## src/rtl/fts_defines.vh

```
`ifndef FTS_DEFINES_VH
`define FTS_DEFINES_VH

// ---------------------------------------------------------------
// register byte offsets
// ---------------------------------------------------------------
`define FTS_OFF_CTRL 8'h00
`define FTS_OFF_STATUS 8'h04
`define FTS_OFF_IRQ_STAT 8'h08
`define FTS_OFF_IRQ_MASK 8'h0c
`define FTS_OFF_INTERVAL 8'h10
`define FTS_OFF_IN_MASK 8'h14
`define FTS_OFF_OUT_MASK 8'h18
`define FTS_OFF_OUT_WAIT 8'h1c
`define FTS_OFF_IN_WAIT 8'h20
`define FTS_OFF_ELAPSED 8'h24
`define FTS_OFF_SAMPLE 8'h28
`define FTS_OFF_COMM0 8'h40
`define FTS_OFF_COMM5 8'h54

// ---------------------------------------------------------------
// control register fields
// ---------------------------------------------------------------
`define FTS_CTRL_SW_REQ 0
`define FTS_CTRL_SRC_SEL 1
`define FTS_CTRL_SELFTEST_EN 6
`define FTS_CTRL_IO_EN 7
`define FTS_CTRL_MASK 32'h0000_00c3

// ---------------------------------------------------------------
// interrupt status fields
// ---------------------------------------------------------------
`define FTS_IRQ_MOTION_DUE 0
`define FTS_IRQ_IO_DUE 1
`define FTS_IRQ_DONE 2
`define FTS_IRQ_FAIL 3
`define FTS_IRQ_REFUSED 4
`define FTS_IRQ_W 5

// ---------------------------------------------------------------
// reset values
// ---------------------------------------------------------------
`define FTS_INTERVAL_RST 14'h2238
`define FTS_COMM_RST 16'h0004
`define FTS_WAIT_RST 16'h0000

// ---------------------------------------------------------------
// timing
// ---------------------------------------------------------------
`define FTS_CLK_MHZ 250
`define FTS_MS_PER_HOUR 3600000
`define FTS_MIN_IN_WAIT_MS 16'h0014
`define FTS_IN_STEPS 4'h6
`define FTS_OUT_STEPS 4'he
`define FTS_OUT_PAIR_STEPS 4'hc

`endif

```

## src/rtl/fts_scheduler.v

```verilog
// The register addresses and the APB register port were decided locally.
`timescale 1ns/10ps
`default_nettype none
`include "fts_defines.vh"

module fts_scheduler #(
   parameter CYC_PER_MS = 250000,
   parameter MS_PER_HOUR = 3600000,
   parameter N_FDI = 10,
   parameter N_FDO = 4
) (
   // clock and reset
   input wire i_core_clk,
   input wire i_reset,
   // apb slave
   input wire i_psel,
   input wire i_penable,
   input wire i_pwrite,
   input wire [7:0] i_paddr,
   input wire [31:0] i_pwdata,
   output reg o_pready,
   output reg [31:0] o_prdata,
   output reg o_pslverr,
   // request sources
   input wire i_req_terminal,
   input wire i_req_process_data_word,
   input wire i_safe_torque_off_selected,
   input wire i_chan_ok,
   // fail-safe i/o
   input wire [N_FDI-1:0] i_failsafe_input,
   input wire [N_FDO-1:0] i_failsafe_output_app,
   output reg [N_FDI-1:0] o_failsafe_input,
   output reg [N_FDO-1:0] o_failsafe_output,
   // status
   output reg o_safe_torque_off,
   output reg o_test_active,
   output reg o_test_ack,
   output reg o_ready,
   output reg o_motion_test_due_alarm,
   output reg o_io_test_due_alarm,
   output reg o_irq
);

   // ---------------------------------------------------------------
   // states
   // ---------------------------------------------------------------
   localparam ST_IDLE = 2'd0;
   localparam ST_IN = 2'd1;
   localparam ST_OUT = 2'd2;
   localparam ST_REL = 2'd3;

   reg [1:0] state_q;
   reg [3:0] step_q;
   reg [15:0] left_q;
   reg auto_run_q;
   reg auto_pend_q;
   reg fail_q;
   reg req_prev_q;
   reg [31:0] ctrl_q;
   reg [`FTS_IRQ_W-1:0] irq_stat_q;
   reg [`FTS_IRQ_W-1:0] irq_mask_q;
   reg [13:0] interval_q;
   reg [N_FDI-1:0] in_mask_q;
   reg [N_FDO-1:0] out_mask_q;
   reg [15:0] out_wait_q;
   reg [15:0] in_wait_q;
   reg [15:0] comm_q [0:5];
   reg [13:0] elapsed_q;
   reg due_q;
   reg [15:0] sample_q;

   wire ms_tick;
   wire hour_tick;
   reg [15:0] min_t;
   reg [15:0] wait_x;
   reg [15:0] wait_y;
   reg [15:0] step_len;
   reg [`FTS_IRQ_W-1:0] irq_set;
   reg [31:0] rdata;
   reg rerr;
   reg req_sel;
   reg req_edge;
   reg start_manual;
   reg start_auto;
   reg step_end;
   reg last_in;
   reg last_out;
   reg test_ok;
   reg timer_rst;
   integer k;

   wire apb_setup = i_psel & ~i_penable;
   wire apb_take = i_psel & i_penable & o_pready;
   wire apb_wr = apb_take & i_pwrite;
   wire busy = (state_q == ST_IN) | (state_q == ST_OUT);

   // ---------------------------------------------------------------
   // time base
   // ---------------------------------------------------------------
   fts_tick_gen #(
      .W(22),
      .PERIOD(CYC_PER_MS)
   ) u_ms_tick (
      .i_core_clk(i_core_clk),
      .i_reset(i_reset),
      .i_en(1'b1),
      .i_clr(1'b0),
      .o_tick(ms_tick)
   );

   // hour prescaler restarts with the elapsed count
   fts_tick_gen #(
      .W(22),
      .PERIOD(MS_PER_HOUR)
   ) u_hour_tick (
      .i_core_clk(i_core_clk),
      .i_reset(i_reset),
      .i_en(ms_tick),
      .i_clr(timer_rst),
      .o_tick(hour_tick)
   );

   // ---------------------------------------------------------------
   // wait and sample arithmetic
   // ---------------------------------------------------------------
   always @* begin
      min_t = comm_q[0];
      for (k = 1; k < 6; k = k + 1) begin
         if (comm_q[k] < min_t) begin
            min_t = comm_q[k];
         end
      end
      wait_x = `FTS_MIN_IN_WAIT_MS;
      if (sample_q > wait_x) begin
         wait_x = sample_q;
      end
      if (in_wait_q > wait_x) begin
         wait_x = in_wait_q;
      end
      wait_y = out_wait_q;
      if (sample_q > wait_y) begin
         wait_y = sample_q;
      end
      if (in_wait_q > wait_y) begin
         wait_y = in_wait_q;
      end
      // even steps and the last two output steps are samples, other odd steps are waits
      if (state_q == ST_OUT && step_q >= `FTS_OUT_PAIR_STEPS) begin
         step_len = sample_q;
      end else if (step_q[0] == 1'b0) begin
         step_len = sample_q;
      end else if (state_q == ST_OUT) begin
         step_len = wait_y;
      end else begin
         step_len = wait_x;
      end
   end

   // ---------------------------------------------------------------
   // request and sequence decisions
   // ---------------------------------------------------------------
   always @* begin
      req_sel = ctrl_q[`FTS_CTRL_SW_REQ];
      if (ctrl_q[`FTS_CTRL_SRC_SEL]) begin
         req_sel = req_sel | i_req_process_data_word;
      end else begin
         req_sel = req_sel | i_req_terminal;
      end
      req_edge = req_sel & ~req_prev_q;
      // edges outside idle are dropped, not queued
      start_manual = (state_q == ST_IDLE) & req_edge;
      // auto waits for a healthy link before each attempt
      start_auto = (state_q == ST_IDLE) & ~req_edge & auto_pend_q & i_chan_ok &
         (ctrl_q[`FTS_CTRL_SELFTEST_EN] | ctrl_q[`FTS_CTRL_IO_EN]);
      step_end = busy & ms_tick & (left_q <= 16'h0001);
      last_in = (state_q == ST_IN) & (step_q == `FTS_IN_STEPS - 4'h1);
      last_out = (state_q == ST_OUT) & (step_q == `FTS_OUT_STEPS - 4'h1);
      test_ok = step_end & last_out & i_chan_ok & ~fail_q;
      timer_rst = test_ok;
      irq_set = {`FTS_IRQ_W{1'b0}};
      // event is the alarm rising, so a shortened interval still reports
      irq_set[`FTS_IRQ_MOTION_DUE] = due_q & ~o_motion_test_due_alarm;
      irq_set[`FTS_IRQ_IO_DUE] = due_q & ~o_io_test_due_alarm &
         ((|in_mask_q) | (|out_mask_q));
      irq_set[`FTS_IRQ_DONE] = test_ok;
      irq_set[`FTS_IRQ_FAIL] = step_end & ~i_chan_ok;
      irq_set[`FTS_IRQ_REFUSED] = start_manual & i_safe_torque_off_selected;
   end

   // ---------------------------------------------------------------
   // test sequencer
   // ---------------------------------------------------------------
   always @(posedge i_core_clk or posedge i_reset) begin
      if (i_reset) begin
         state_q <= ST_IDLE;
         step_q <= 4'h0;
         left_q <= 16'h0000;
         auto_run_q <= 1'b0;
         auto_pend_q <= 1'b1;
         fail_q <= 1'b0;
         req_prev_q <= 1'b0;
         sample_q <= `FTS_COMM_RST;
      end else begin
         req_prev_q <= req_sel;
         sample_q <= min_t;
         case (state_q)
            ST_IDLE: begin
               if (start_manual && !i_safe_torque_off_selected) begin
                  state_q <= ST_IN;
                  auto_run_q <= 1'b0;
                  fail_q <= 1'b0;
                  step_q <= 4'h0;
                  left_q <= sample_q;
               end else if (start_manual) begin
                  state_q <= ST_REL;
                  fail_q <= 1'b1;
               end else if (start_auto) begin
                  // same steps as a manual run, and a success also restarts interval monitoring
                  state_q <= ST_IN;
                  auto_run_q <= 1'b1;
                  fail_q <= 1'b0;
                  step_q <= 4'h0;
                  left_q <= sample_q;
               end
            end
            ST_IN, ST_OUT: begin
               if (step_end && !i_chan_ok) begin
                  fail_q <= 1'b1;
                  state_q <= auto_run_q ? ST_IDLE : ST_REL;
               end else if (step_end && last_in) begin
                  state_q <= ST_OUT;
                  step_q <= 4'h0;
                  left_q <= sample_q;
               end else if (step_end && last_out) begin
                  state_q <= auto_run_q ? ST_IDLE : ST_REL;
                  if (auto_run_q) begin
                     auto_pend_q <= 1'b0;
                  end
               end else if (step_end) begin
                  step_q <= step_q + 4'h1;
                  left_q <= 16'h0000;
               end else if (left_q == 16'h0000) begin
                  left_q <= (step_len == 16'h0000) ? 16'h0001 : step_len;
               end else if (ms_tick) begin
                  left_q <= left_q - 16'h0001;
               end
            end
            ST_REL: begin
               if (!req_sel) begin
                  state_q <= ST_IDLE;
               end
            end
            default: begin
               state_q <= ST_IDLE;
            end
         endcase
      end
   end

   // ---------------------------------------------------------------
   // outputs toward drive and i/o
   // ---------------------------------------------------------------
   always @(posedge i_core_clk or posedge i_reset) begin
      if (i_reset) begin
         o_safe_torque_off <= 1'b0;
         o_test_active <= 1'b0;
         o_test_ack <= 1'b0;
         o_ready <= 1'b0;
         o_failsafe_input <= {N_FDI{1'b0}};
         o_failsafe_output <= {N_FDO{1'b0}};
         o_motion_test_due_alarm <= 1'b0;
         o_io_test_due_alarm <= 1'b0;
         o_irq <= 1'b0;
      end else begin
         o_test_active <= busy;
         o_safe_torque_off <= busy;
         if (busy) begin
            // consumers must ignore these while the test runs
            o_failsafe_input <= (o_failsafe_input & in_mask_q) |
               (i_failsafe_input & ~in_mask_q);
            if (state_q == ST_OUT) begin
               o_failsafe_output <= out_mask_q &
                  {N_FDO{step_q[0] & (step_q < `FTS_OUT_PAIR_STEPS)}};
            end else begin
               o_failsafe_output <= {N_FDO{1'b0}};
            end
         end else begin
            o_failsafe_input <= i_failsafe_input;
            o_failsafe_output <= i_failsafe_output_app;
         end
         if (state_q == ST_REL && !req_sel && !fail_q) begin
            o_test_ack <= 1'b1;
         end else if (start_manual || start_auto) begin
            o_test_ack <= 1'b0;
         end
         if (test_ok) begin
            o_ready <= 1'b1;
         end else if (start_manual || start_auto) begin
            o_ready <= 1'b0;
         end
         // alarm only; operation goes on
         o_motion_test_due_alarm <= due_q;
         o_io_test_due_alarm <= due_q & ((|in_mask_q) | (|out_mask_q));
         o_irq <= |(irq_stat_q & irq_mask_q);
      end
   end

   // ---------------------------------------------------------------
   // interval supervision
   // ---------------------------------------------------------------
   always @(posedge i_core_clk or posedge i_reset) begin
      if (i_reset) begin
         elapsed_q <= 14'h0000;
         due_q <= 1'b0;
      end else if (timer_rst) begin
         elapsed_q <= 14'h0000;
         due_q <= 1'b0;
      end else begin
         if (hour_tick && elapsed_q != 14'h3fff) begin
            elapsed_q <= elapsed_q + 14'h0001;
         end
         // stays set until a test succeeds or the block is reset
         if (elapsed_q >= interval_q) begin
            due_q <= 1'b1;
         end
      end
   end

   // ---------------------------------------------------------------
   // apb register file
   // ---------------------------------------------------------------
   always @* begin
      rdata = 32'h0000_0000;
      rerr = 1'b0;
      if (i_paddr == `FTS_OFF_CTRL) begin
         rdata = ctrl_q;
      end else if (i_paddr == `FTS_OFF_STATUS) begin
         rdata = {23'h000000, fail_q, auto_pend_q, due_q, o_ready, o_test_ack,
            o_safe_torque_off, state_q, busy};
      end else if (i_paddr == `FTS_OFF_IRQ_STAT) begin
         rdata[`FTS_IRQ_W-1:0] = irq_stat_q;
      end else if (i_paddr == `FTS_OFF_IRQ_MASK) begin
         rdata[`FTS_IRQ_W-1:0] = irq_mask_q;
      end else if (i_paddr == `FTS_OFF_INTERVAL) begin
         rdata[13:0] = interval_q;
      end else if (i_paddr == `FTS_OFF_IN_MASK) begin
         rdata[N_FDI-1:0] = in_mask_q;
      end else if (i_paddr == `FTS_OFF_OUT_MASK) begin
         rdata[N_FDO-1:0] = out_mask_q;
      end else if (i_paddr == `FTS_OFF_OUT_WAIT) begin
         rdata[15:0] = out_wait_q;
      end else if (i_paddr == `FTS_OFF_IN_WAIT) begin
         rdata[15:0] = in_wait_q;
      end else if (i_paddr == `FTS_OFF_ELAPSED) begin
         rdata[13:0] = elapsed_q;
      end else if (i_paddr == `FTS_OFF_SAMPLE) begin
         rdata[15:0] = sample_q;
      end else if (i_paddr >= `FTS_OFF_COMM0 && i_paddr <= `FTS_OFF_COMM5 &&
         i_paddr[1:0] == 2'b00) begin
         rdata[15:0] = comm_q[i_paddr[4:2] - 3'd0];
      end else begin
         rerr = 1'b1;
      end
   end

   always @(posedge i_core_clk or posedge i_reset) begin
      if (i_reset) begin
         o_pready <= 1'b0;
         o_prdata <= 32'h0000_0000;
         o_pslverr <= 1'b0;
         ctrl_q <= 32'h0000_0000;
         irq_stat_q <= {`FTS_IRQ_W{1'b0}};
         irq_mask_q <= {`FTS_IRQ_W{1'b0}};
         interval_q <= `FTS_INTERVAL_RST;
         in_mask_q <= {N_FDI{1'b0}};
         out_mask_q <= {N_FDO{1'b0}};
         out_wait_q <= `FTS_WAIT_RST;
         in_wait_q <= `FTS_WAIT_RST;
         for (k = 0; k < 6; k = k + 1) begin
            comm_q[k] <= `FTS_COMM_RST;
         end
      end else begin
         // one wait state: answer on the second access cycle
         o_pready <= i_psel & i_penable & ~o_pready;
         if (i_psel && i_penable && !o_pready) begin
            o_prdata <= i_pwrite ? 32'h0000_0000 : rdata;
            o_pslverr <= rerr;
         end else if (apb_setup) begin
            o_pslverr <= 1'b0;
         end
         // hardware set beats a clear in the same cycle
         if (apb_wr && i_paddr == `FTS_OFF_IRQ_STAT) begin
            irq_stat_q <= (irq_stat_q & ~i_pwdata[`FTS_IRQ_W-1:0]) | irq_set;
         end else begin
            irq_stat_q <= irq_stat_q | irq_set;
         end
         if (apb_wr) begin
            if (i_paddr == `FTS_OFF_CTRL) begin
               ctrl_q <= i_pwdata & `FTS_CTRL_MASK;
            end else if (i_paddr == `FTS_OFF_IRQ_MASK) begin
               irq_mask_q <= i_pwdata[`FTS_IRQ_W-1:0];
            end else if (i_paddr == `FTS_OFF_INTERVAL) begin
               interval_q <= i_pwdata[13:0];
            end else if (i_paddr == `FTS_OFF_IN_MASK) begin
               in_mask_q <= i_pwdata[N_FDI-1:0];
            end else if (i_paddr == `FTS_OFF_OUT_MASK) begin
               out_mask_q <= i_pwdata[N_FDO-1:0];
            end else if (i_paddr == `FTS_OFF_OUT_WAIT) begin
               out_wait_q <= i_pwdata[15:0];
            end else if (i_paddr == `FTS_OFF_IN_WAIT) begin
               in_wait_q <= i_pwdata[15:0];
            end else if (i_paddr >= `FTS_OFF_COMM0 && i_paddr <= `FTS_OFF_COMM5 &&
               i_paddr[1:0] == 2'b00) begin
               comm_q[i_paddr[4:2]] <= i_pwdata[15:0];
            end
         end
      end
   end

endmodule

`default_nettype wire

```

## src/rtl/fts_tick_gen.v

```verilog
`timescale 1ns/10ps
`default_nettype none

// pulses once every PERIOD enabled cycles
module fts_tick_gen #(
   parameter W = 22,
   parameter PERIOD = 250000
) (
   // clock and reset
   input wire i_core_clk,
   input wire i_reset,
   // count control
   input wire i_en,
   input wire i_clr,
   // tick out
   output reg o_tick
);

   reg [W-1:0] cnt_q;

   always @(posedge i_core_clk or posedge i_reset) begin
      if (i_reset) begin
         cnt_q <= {W{1'b0}};
         o_tick <= 1'b0;
      end else if (i_clr) begin
         cnt_q <= {W{1'b0}};
         o_tick <= 1'b0;
      end else if (i_en) begin
         if (cnt_q == PERIOD[W-1:0] - 1'b1) begin
            cnt_q <= {W{1'b0}};
            o_tick <= 1'b1;
         end else begin
            cnt_q <= cnt_q + 1'b1;
            o_tick <= 1'b0;
         end
      end else begin
         o_tick <= 1'b0;
      end
   end

endmodule

`default_nettype wire

```

## config.mk

```make
export PLATFORM = sky130hd
export DESIGN_NAME = fts_scheduler
export DESIGN_NICKNAME = d
export VERILOG_FILES = /design/src/rtl/fts_scheduler.v /design/src/rtl/fts_tick_gen.v
export VERILOG_INCLUDE_DIRS = /design/src /design/src/rtl
export SDC_FILE = /design/constraint.sdc
export NUM_CORES = 1
export LEC_CHECK = 0
export BUFFER_PORTS_ARGS = -buffer_cell sky130_fd_sc_hd__buf_4
export CAP_MARGIN = 25
export CORE_MARGIN = 2
export CORE_UTILIZATION = 55
export CTS_BUF_LIST = sky130_fd_sc_hd__clkbuf_8
export CTS_CLUSTER_SIZE = 8
export DETAILED_ROUTE_END_ITERATION = 16
export PLACE_DENSITY = 0.75
export SLEW_MARGIN = 20
export SYNTH_ARGS = -nofsm -noshare
export SYNTH_HDL_FRONTEND = slang
export SYNTH_SLANG_ARGS = --single-unit
```

## constraint.sdc

```tcl
create_clock -name i_core_clk -period 29.7 [get_ports i_core_clk]
set_input_delay 5.94 -clock i_core_clk [delete_from_list [all_inputs] [get_ports i_core_clk]]
set_output_delay 5.94 -clock i_core_clk [all_outputs]
set_load 0.05 [all_outputs]
```

==> results of run 1 <==
[synth_stat cells (32+ instances only)]
cell | number | share of area, %
dfrtp_1 | 298 | 37
mux2_2 | 179 | 10
inv_1 | 166 | 3.1
nand2_1 | 160 | 3.0
ha_1 | 144 | 8.9
nor2_1 | 137 | 2.5
o21ai_0 | 113 | 2.8
mux2i_1 | 95 | 4.7
a21oi_1 | 82 | 2.0
clkbuf_1 | 70 | 1.3
nand3_1 | 50 | 1.2
nand4_1 | 38 | 1.2
a21o_1 | 34 | 1.3
o21a_1 | 32 | 1.2
[critical path, delay by kind of cell (launching register included)]
kind	cells	cell delay, ps
simple gates	13	3520
compound gates	18	4150
flops	1	390
mux	5	1350
buf+inv	7	1380
fa+ha+maj	5	1340
[logic make-up (layout without fill, tap and decap cells)]
kind of cell | count (synthesis) | in the layout | share of synthesized area [%]
AND/OR/NAND/NOR | 536 | 536 | 12.8
AO/OA/AOI/OAI | 440 | 440 | 14.6
flip-flops | 311 | 311 | 38.6
multiplexers | 295 | 295 | 17.0
buffers and inverters | 271 | 380 | 5.44
adder cells (fa/ha/maj) | 150 | 150 | 9.21
XOR/XNOR | 56 | 56 | 2.42
other | 1 | 16 | 0.0185
[worst min-delay path by stage]
stage / slack (ps) / end / cells past startpoint
6_report: 480 / u_ms_tick.cnt_q[21] / 1
5_1_grt: 510 / u_ms_tick.cnt_q[21] / 1
4_1_cts: 480 / u_ms_tick.cnt_q[21] / 1
3_5_place_dp: 470 / u_ms_tick.cnt_q[21] / 1
3_3_place_gp: 470 / u_ms_tick.cnt_q[21] / 1
2_1_floorplan: 410 / o_motion_test_due_alarm / 0
[state kept, by name, summed over array words and instances (netlist names), 2 cells and up, named ones only]
name and cells:
irq_mask_q 5, elapsed_q 14, out_wait_q 16, interval_q 14, ctrl_q 4, state_q 2, o_failsafe_output 4, left_q 16
out_mask_q 4, in_mask_q 10, comm_q 96, sample_q 16, u_ms_tick.cnt_q 22, irq_stat_q 5, in_wait_q 16, step_q 4
o_prdata 16, u_hour_tick.cnt_q 22
[power by group through the flow]
stage               logic, mW  registers, mW  clock network (mW)
floorplan               0.284          0.487                   0
global placement        0.383          0.475                   0
detailed placement      0.393          0.476                   0
CTS                     0.395          0.469               0.425
global route            0.438          0.472               0.444
finish                  0.404          0.469               0.417
[through the flow]
stage	hold slack, ps	utilization, %	area [um^2]	setup slack [ps]
after floorplan	414	-	20300	15180
after CTS	479	61.6	22400	17150
final	481	61.7	22500	17420
after global placement	469	58.3	21200	17430
after detailed placement	468	58.4	21300	17260
after global routing	510	61.7	22500	16850
[final cells by class]
type / instances / area (um^2)
Timing Repair Buffer: 111 / 861
Multi-Input combinational cell: 1493 / 11400
Sequential cell: 311 / 7800
Clock buffer: 75 / 1030
Clock inverter: 27 / 145
Tap cell: 468 / 586
Inverter: 167 / 634
Fill cell: 3028 / 13900
[layer usage]
metal,global-route usage (%),vias to the layer above
li1,-,7580
met1,37.7,8109
met2,48.7,731
met3,6.40,203
met4,18.5,0
met5,0,-
==> metrics.md, run 1 <==
| Metric | Value |
|---|---|
| CTS buffer count | `55` |
| Pin count of the biggest net entering global routing | `95` |
| Cell area after synthesis | `0.0202 mm^2` |
| Clock tree buffer depth | `3` |
| Gate Count Post-Synth | `2060` |
| Most frequent cells in the layout | `dfrtp_1, inv_1, mux2_2, nand2_1, ha_1` |
| Setup TNS | `0 ps` |
| PortBufs | `85` |
| Synth Flop Type | `dfrtp_1` |
| Number of synthesized flops with an enable pin | `0` |
| Setup slack, reg-to-reg | `17420 ps` |
| Critical R2R Launch | `comm_q[93]` |
| Critical path launch point | `comm_q[93]` |
| # rows | `70` |
| PwrDens | `57.4 mW/mm^2` |
| DP Cell Count | `2546` |
| Setup crit end | `sample_q[4]` |
| Metal2 WL | `26200 um` |
| Met3 Routed Length | `4550 um` |
| Nets@finish | `2346` |
| Fin crit share | `41.4%` |
| Synthesized flop and latch total | `311` |
| Crit path launch type | `flip-flop` |
| Clock Sinks | `311` |
| DR DRC count | `0` |
| Vias per inst | `6.27` |
| Max VDD drop | `52.3 uV` |
| Vias in the first global route | `16.8k` |
| Top layer in use | `met4` |
| Post-synth cell types | `83` |
| Slew headroom | `30.9%` |
| Leakage | `10.6 nW` |
| Ant diodes | `0` |
| Die Ht | `196 um` |
| Outcome | `completed` |
| Final Wtd Congestion | `0.971` |
| DRT met1 WL | `23200 um` |
| CTS tree | `yes` |
| Final Hold Fails | `0` |
| Initial Utilization | `55.5%` |
| CTS root buffer | `clkbuf_8` |
| Final Slew Violations | `0` |
| Worst endpoint data arrival time | `12850 ps` |
| Crit end category | `flip-flop` |
| Clock transition at path regs | `60 ps` |
| Synth warnings | `0` |
| Post-Route WL | `57500 um` |
| Post-route insts no fill | `2652` |
| Initial DRC count | `1262` |
| First-pass GRT wire length | `91100 um` |
| F_max | `81.4 MHz` |
| CP max stage delay | `780 ps` |
| Post-synth ARST share | `100%` |
| Overflow after GRT | `0` |
| Unrepaired setup endpoints after global routing | `no` |
| Worst skew pair latency | `690 ps` |
| Type of the tightest min-delay check | `flip-flop to flip-flop` |
| Initial antenna violation count | `0` |
| Final setup fails | `0` |
| Post-Syn Area per Cell | `9.82 um^2` |
| Post-synthesis sequential area ratio | `38.6%` |
| Die Span X | `196 um` |
| Number of iterations in the first detailed-routing pass | `9` |
| Tmin final | `12280 ps` |
| Pint | `0.819 mW` |
| CP Max Fanout | `23` |
| Net Sw Power | `0.472 mW` |
| Cts repair resizes | `0` |
| CTS Hold Bufs | `0` |
| Commonest non-fill, non-tap cell in the layout | `dfrtp_1` |
| Clk_skew | `40.2 ps` |
| Post-CTS setup repair buffer count | `0` |
| Post-route ant nets | `0` |
| Total number of vias | `16.6k` |
| Gr usage total | `30.3%` |
| H-tree levels | `2` |
| Slew @ Worst Pin | `1030 ps` |
| Sw frac | `36.5%` |
| Register share of total power | `36.4%` |
| R2r endpoint | `sample_q[4]` |
| FF-to-FF path depth | `48` |
| Area delta synth->final | `11.2%` |
| Power, Total | `1.29 mW` |
| Max_cap viols | `0` |
| Hold_sp | `u_ms_tick.cnt_q[21]` |
| WL per Instance | `21.7 um` |
| Die area | `0.0383 mm^2` |
| HPWL after DPL | `42000 um` |
| Combinational Power Share | `31.3%` |
| IO Pins | `118` |
| CP Class | `flip-flop to flip-flop` |
| Clock Power Share | `32.3%` |
| Fraction of layout cells with a size suffix above 1 | `19.7%` |
| Worst path required time | `30260 ps` |
| Core area | `0.0364 mm^2` |
| Critical path's slowest cell | `nor3_4` |
Power figures use the tool's default switching activity.
==> run 2: changes to the inputs <==
==> constraint.sdc (replaced) <==
create_clock -name i_core_clk -period 12.8 [get_ports i_core_clk]
set_input_delay 2.56 -clock i_core_clk [delete_from_list [all_inputs] [get_ports i_core_clk]]
set_output_delay 2.56 -clock i_core_clk [all_outputs]
set_load 0.05 [all_outputs]
==> metrics.md, run 2 (synthesis gave the netlist of run 1 again) <==
| Metric | Value |
|---|---|
| FF-to-FF path depth | `50 (+4.2%)` |
| Clock tree buffer depth | `3 (unchanged)` |
| Die Span X | `196 um (unchanged)` |
| CTS root buffer | `clkbuf_8` |
| Vias per inst | `6.24 (-0.52%)` |
| PwrDens | `133 mW/mm^2 (+130%)` |
| Most frequent cells in the layout | `dfrtp_1, inv_1, mux2_2, nand2_1, ha_1` |
| Worst skew pair latency | `670 ps (-20 ps)` |
| Max FFs per register | `96 (unchanged)` |
| Slew @ Worst Pin | `1170 ps (+133 ps)` |
| Power, Total | `2.99 mW (+130%)` |
| PortBufs | `85 (unchanged)` |
| H-tree levels | `2 (unchanged)` |
| CTS tree | `yes` |
| Area delta synth->final | `11.1% (about the same)` |
| Worst endpoint data arrival time | `12370 ps (-480 ps)` |
| Post-CTS setup repair buffer count | `0 (unchanged)` |
| Cts repair resizes | `0 (unchanged)` |
| Max_cap viols | `0 (unchanged)` |
| Vias in the first global route | `16.6k (-1.2%)` |
| Sw frac | `36.4% (-0.17 points)` |
| Number of iterations in the first detailed-routing pass | `6 (-3)` |
| Overflow after GRT | `0 (unchanged)` |
| Initial antenna violation count | `0 (unchanged)` |
| Outcome | `completed` |
| Final setup fails | `0 (unchanged)` |
| Max VDD drop | `82.2 uV (+57%)` |
| CTS Hold Bufs | `0 (unchanged)` |
| Die area | `0.0383 mm^2 (unchanged)` |
| Core area | `0.0364 mm^2 (unchanged)` |
| Commonest non-fill, non-tap cell in the layout | `dfrtp_1` |
| Pint | `1.90 mW (+130%)` |
| Post-route ant nets | `0 (unchanged)` |
| Clock transition at path regs | `60 ps (about the same)` |
| Initial DRC count | `1521 (+21%)` |
| IO Pins | `118 (unchanged)` |
| CP most frequent cell | `a21o_1` |
| Die Ht | `196 um (unchanged)` |
| Pin count of the biggest net entering global routing | `115 (+21%)` |
| Slew headroom | `22.1% (-8.9 points)` |
| Initial Utilization | `55.5% (unchanged)` |
| Type of the tightest min-delay check | `flip-flop to flip-flop` |
| Final Slew Violations | `0 (unchanged)` |
| Leakage | `10.6 nW (about the same)` |
| CP max stage delay | `760 ps (-20 ps)` |
| Fraction of layout cells with a size suffix above 1 | `19.6% (-0.055 points)` |
| Fin crit share | `92.2% (+51 points)` |
| Clock Sinks | `311 (unchanged)` |
| Crit path launch type | `flip-flop` |
| Hold depth | `1 (unchanged)` |
| Register share of total power | `36.4% (about the same)` |
| HPWL after DPL | `42200 um (+0.40%)` |
| Clk_skew | `28.5 ps (-11.6 ps)` |
| WL per Instance | `21.7 um (about the same)` |
| Crit end category | `flip-flop` |
| Pre-CTS WS | `1150 ps (-16110 ps)` |
| CP Max Fanout | `18 (-22%)` |
| F_max | `84.7 MHz (+4.1%)` |
| Post-Route WL | `57500 um (about the same)` |
| Unrepaired setup endpoints after global routing | `no` |
| # rows | `70 (unchanged)` |
| Final Wtd Congestion | `0.973 (+0.18%)` |
| DR DRC count | `0 (unchanged)` |
| Nets@finish | `2347 (+0.043%)` |
| CP Class | `flip-flop to flip-flop` |
| Gr usage total | `30.2% (-0.098 points)` |
| Placed Instance Area | `0.0213 mm^2 (+0.10%)` |
| Setup TNS | `0 ps (unchanged)` |
| Clock Power Share | `32.4% (about the same)` |
| Largest Register | `comm_q` |
| First-pass GRT wire length | `90700 um (-0.48%)` |
| Tmin final | `11800 ps (-484 ps)` |
| Combinational Power Share | `31.2% (about the same)` |
| Design Area, Final | `0.0225 mm^2 (about the same)` |
| Worst path required time | `13370 ps (-16890 ps)` |
| Critical path's slowest cell | `o41ai_2` |
| Final worst setup slack | `1000 ps (-16420 ps)` |
| Top flop regs | `comm_q x96, u_hour_tick.cnt_q x22, u_ms_tick.cnt_q x22` |
| Final Hold Fails | `0 (unchanged)` |
| Net Sw Power | `1.09 mW (+130%)` |
| Ant diodes | `0 (unchanged)` |
| CTS buffer count | `56 (+1.8%)` |
| Total number of vias | `16.5k (-0.49%)` |
-- run 2: cell types whose count changed in the layout (fill, tap and decap cells not counted), moves of 2 or more --
cell      previous run  this run
buf_4              105       109
clkbuf_8            75        72
inv_1              182       185
clkinv_8             2         0
-- run 2: power by group through the flow --
| stage | clock (mW) | sequential (mW) | combinational, mW |
|---|---|---|---|
| final | 0.969 | 1.09 | 0.932 |
| after global routing | 1.03 | 1.09 | 1.02 |
| after CTS | 0.985 | 1.09 | 0.922 |
| after detailed placement | 0 | 1.10 | 0.918 |
| after global placement | 0 | 1.10 | 0.896 |
| after floorplan | 0 | 1.13 | 0.659 |
-- run 2: path summary, 6_finish.rpt --
path	startpoint	to	slack [ps]
setup / recovery	comm_q[93]	sample_q[8]	1000
hold / removal	u_ms_tick.cnt_q[21]	u_ms_tick.cnt_q[21]	480
setup reg to reg	comm_q[93]	sample_q[8]	1000
hold reg to reg	u_ms_tick.cnt_q[21]	u_ms_tick.cnt_q[21]	480
max in group asynchronous	i_reset	comm_q[67]	8930
min in group asynchronous	i_reset	u_hour_tick.cnt_q[14]	1980
-- run 2: area by class of cell --
| type | count | area, um^2 |
|---|---|---|
| Clock buffer | 72 | 991 |
| Clock inverter | 31 | 176 |
| Fill cell | 3104 | 14000 |
| Inverter | 167 | 634 |
| Multi-Input combinational cell | 1493 | 11400 |
| Sequential cell | 311 | 7800 |
| Tap cell | 468 | 586 |
| Timing Repair Buffer | 111 | 850 |
-- run 2: metal layers --
layer  global-route usage, %  vias to the layer above  part of all wire, %
li1                        -                     7584                    -
met1                    38.1                     8124                   41
met2                    49.5                      662                   47
met3                    5.64                      172                  7.2
met4                    16.3                        0                  5.4
met5                       0                        -                    0
-- run 2: critical path, delay by kind of cell, from the launching register on --
family | cells | cell delay, ps
AO/OA/AOI/OAI | 24 | 5780
AND/OR/NAND/NOR | 11 | 1870
adder cells (fa/ha/maj) | 5 | 1490
multiplexers | 4 | 1170
buffers and inverters | 6 | 1040
flip-flops | 1 | 380
-- run 2: per-stage QoR --
step / util, % / instances / hold slack, ps
floorplan: - / 2075 / 414
global placement: 58.4 / 2547 / 467
detailed placement: 58.4 / 2548 / 471
CTS: 61.6 / 2651 / 480
global route: 61.7 / 2653 / 513
finish: 61.7 / 2653 / 478
==> run 3: changes to the inputs <==
--- a/config.mk
+++ b/config.mk
@@ -8,6 +8,7 @@
 export LEC_CHECK = 0
 export BUFFER_PORTS_ARGS = -buffer_cell sky130_fd_sc_hd__buf_4
 export CAP_MARGIN = 25
+export CORE_ASPECT_RATIO = 1.25
 export CORE_MARGIN = 2
 export CORE_UTILIZATION = 55
 export CTS_BUF_LIST = sky130_fd_sc_hd__clkbuf_8
==> metrics.md, run 3 (synthesis gave the netlist of run 1 again) <==
| Metric | Value |
|---|---|
| Nets@finish | `2341 (-0.26%)` |
| Pint | `1.81 mW (-4.9%)` |
| Core area | `0.0363 mm^2 (-0.36%)` |
| Clock Power Share | `29.9% (-2.5 points)` |
| Slew headroom | `33.3% (+11 points)` |
| CTS Hold Bufs | `0 (unchanged)` |
| PwrDens | `129 mW/mm^2 (-3.4%)` |
| Sw frac | `37.0% (+0.61 points)` |
| CTS tree | `yes` |
| Clock transition at path regs | `60 ps (about the same)` |
| Final Wtd Congestion | `0.971 (-0.23%)` |
| CTS buffer count | `51 (-8.9%)` |
| Crit path launch type | `flip-flop` |
| Worst endpoint data arrival time | `12150 ps (-220 ps)` |
| First-pass GRT wire length | `89600 um (-1.1%)` |
| Clock tree buffer depth | `3 (unchanged)` |
| Clock Sinks | `311 (unchanged)` |
| Max VDD drop | `134 uV (+63%)` |
| Type of the tightest min-delay check | `flip-flop to flip-flop` |
| Slew @ Worst Pin | `999 ps (-168 ps)` |
| Outcome | `completed` |
| Die Span X | `176 um (-10%)` |
| Worst skew pair latency | `640 ps (-30 ps)` |
| CP Class | `flip-flop to flip-flop` |
| Initial DRC count | `1375 (-9.6%)` |
| Fraction of layout cells with a size suffix above 1 | `19.1% (-0.52 points)` |
| Number of iterations in the first detailed-routing pass | `5 (-1)` |
| HPWL after DPL | `41600 um (-1.3%)` |
| F_max | `86.2 MHz (+1.7%)` |
| Register share of total power | `37.9% (+1.5 points)` |
| Clk_skew | `33.1 ps (+4.59 ps)` |
| Initial antenna violation count | `1 (+1)` |
| Final Hold Fails | `0 (unchanged)` |
| Final Slew Violations | `0 (unchanged)` |
| Max_cap viols | `0 (unchanged)` |
| Total number of vias | `16.6k (+0.079%)` |
| Critical path's slowest cell | `o41ai_2` |
| Post-route insts no fill | `2656 (+0.11%)` |
| Power, Total | `2.87 mW (-3.9%)` |
| Top flop regs | `comm_q x96, u_hour_tick.cnt_q x22, u_ms_tick.cnt_q x22` |
| Die Ht | `218 um (+12%)` |
| Vias in the first global route | `16.6k (-0.14%)` |
| DP Cell Count | `2558 (+0.39%)` |
| Overflow after GRT | `0 (unchanged)` |
| Most frequent cells in the layout | `dfrtp_1, inv_1, mux2_2, nand2_1, ha_1` |
| Final setup fails | `0 (unchanged)` |
| Initial Utilization | `55.7% (+0.20 points)` |
| Crit end category | `flip-flop` |
| Post-CTS setup repair buffer count | `0 (unchanged)` |
| Net Sw Power | `1.06 mW (-2.3%)` |
| Setup TNS | `0 ps (unchanged)` |
| Unrepaired setup endpoints after global routing | `no` |
| Combinational Power Share | `32.2% (+1.0 points)` |
| H-tree levels | `2 (unchanged)` |
| Fill count | `3031 (-2.4%)` |
| Leakage | `10.5 nW (-0.64%)` |
| PortBufs | `85 (unchanged)` |
| Ant diodes | `0 (unchanged)` |
| CTS root buffer | `clkbuf_8` |
| IO Pins | `118 (unchanged)` |
| Tmin final | `11610 ps (-194 ps)` |
| CP Max Fanout | `19 (+1)` |
| DR DRC count | `0 (unchanged)` |
| Worst path required time | `13340 ps (-30 ps)` |
| Gr usage total | `29.7% (-0.49 points)` |
| Commonest non-fill, non-tap cell in the layout | `dfrtp_1` |
| WL per Instance | `21.3 um (-1.7%)` |
| # rows | `78 (+11%)` |
| Die area | `0.0383 mm^2 (about the same)` |
| CP max stage delay | `740 ps (-20 ps)` |
| Setup slack, reg-to-reg | `1190 ps (+190 ps)` |
| Largest Register | `comm_q` |
| Max FFs per register | `96 (unchanged)` |
| Final Util | `61.5% (-0.15 points)` |
| Post-Route WL | `56600 um (-1.6%)` |
| Area delta synth->final | `10.4%` |
| Post-route ant nets | `0 (unchanged)` |
| Fin crit share | `90.7% (-1.5 points)` |
| Cts repair resizes | `0 (unchanged)` |
| Vias per inst | `6.23 (about the same)` |
| Pin count of the biggest net entering global routing | `190 (+65%)` |
-- run 3: worst paths after layout --
path | start | end | cells after the start
setup / recovery | comm_q[77] | sample_q[3] | 46
hold / removal | o_motion_test_due_alarm | irq_stat_q[0] | 1
setup reg to reg | comm_q[77] | sample_q[3] | 46
hold reg to reg | o_motion_test_due_alarm | irq_stat_q[0] | 1
max in group asynchronous | i_reset | comm_q[2] | 4
min in group asynchronous | i_reset | asynchronous set/reset pin | 2
-- run 3: critical path, delay by kind of cell, from the launching register on --
family / cells / cell delay [ps]
AOI/OAI and AO/OA: 17 / 4360
and+or+nand+nor: 12 / 2340
buffers and inverters: 7 / 1710
adders and majority gates: 5 / 1350
muxes: 5 / 1320
DFF: 1 / 410
-- run 3: stage by stage --
step | setup WS, ps | instance area, um^2 | hold WS, ps
floorplan | 1660 | 20300 | 414
global placement | 1470 | 21300 | 465
detailed placement | 1320 | 21300 | 473
CTS | 1270 | 22300 | 485
global route | 289 | 22300 | 505
finish | 1190 | 22300 | 485
-- run 3: final cells by class --
type,count,area (um^2),area share [%]
Sequential cell,311,7800,34.9
Timing Repair Buffer,110,858,3.84
Multi-Input combinational cell,1493,11400,51.2
Inverter,167,634,2.84
Clock inverter,34,165,0.739
Clock buffer,61,840,3.76
Tap cell,480,601,2.69
-- run 3: layer usage --
metal / vias to the layer above / routed length (um) / track usage, %
met2: 659 / 27800 / 51.4
met1: 8116 / 21700 / 35.8
met5: - / 0 / 0
met4: 0 / 3400 / 16.3
li1: 7582 / - / -
met3: 198 / 3650 / 4.09
-- run 3: power groups by stage --
stage / registers, mW / logic, mW / clock network, mW
3_5_place_dp: 1.10 / 0.911 / 0
3_3_place_gp: 1.10 / 0.890 / 0
5_1_grt: 1.09 / 1.01 / 0.919
6_report: 1.09 / 0.926 / 0.857
2_1_floorplan: 1.13 / 0.659 / 0
4_1_cts: 1.09 / 0.915 / 0.875
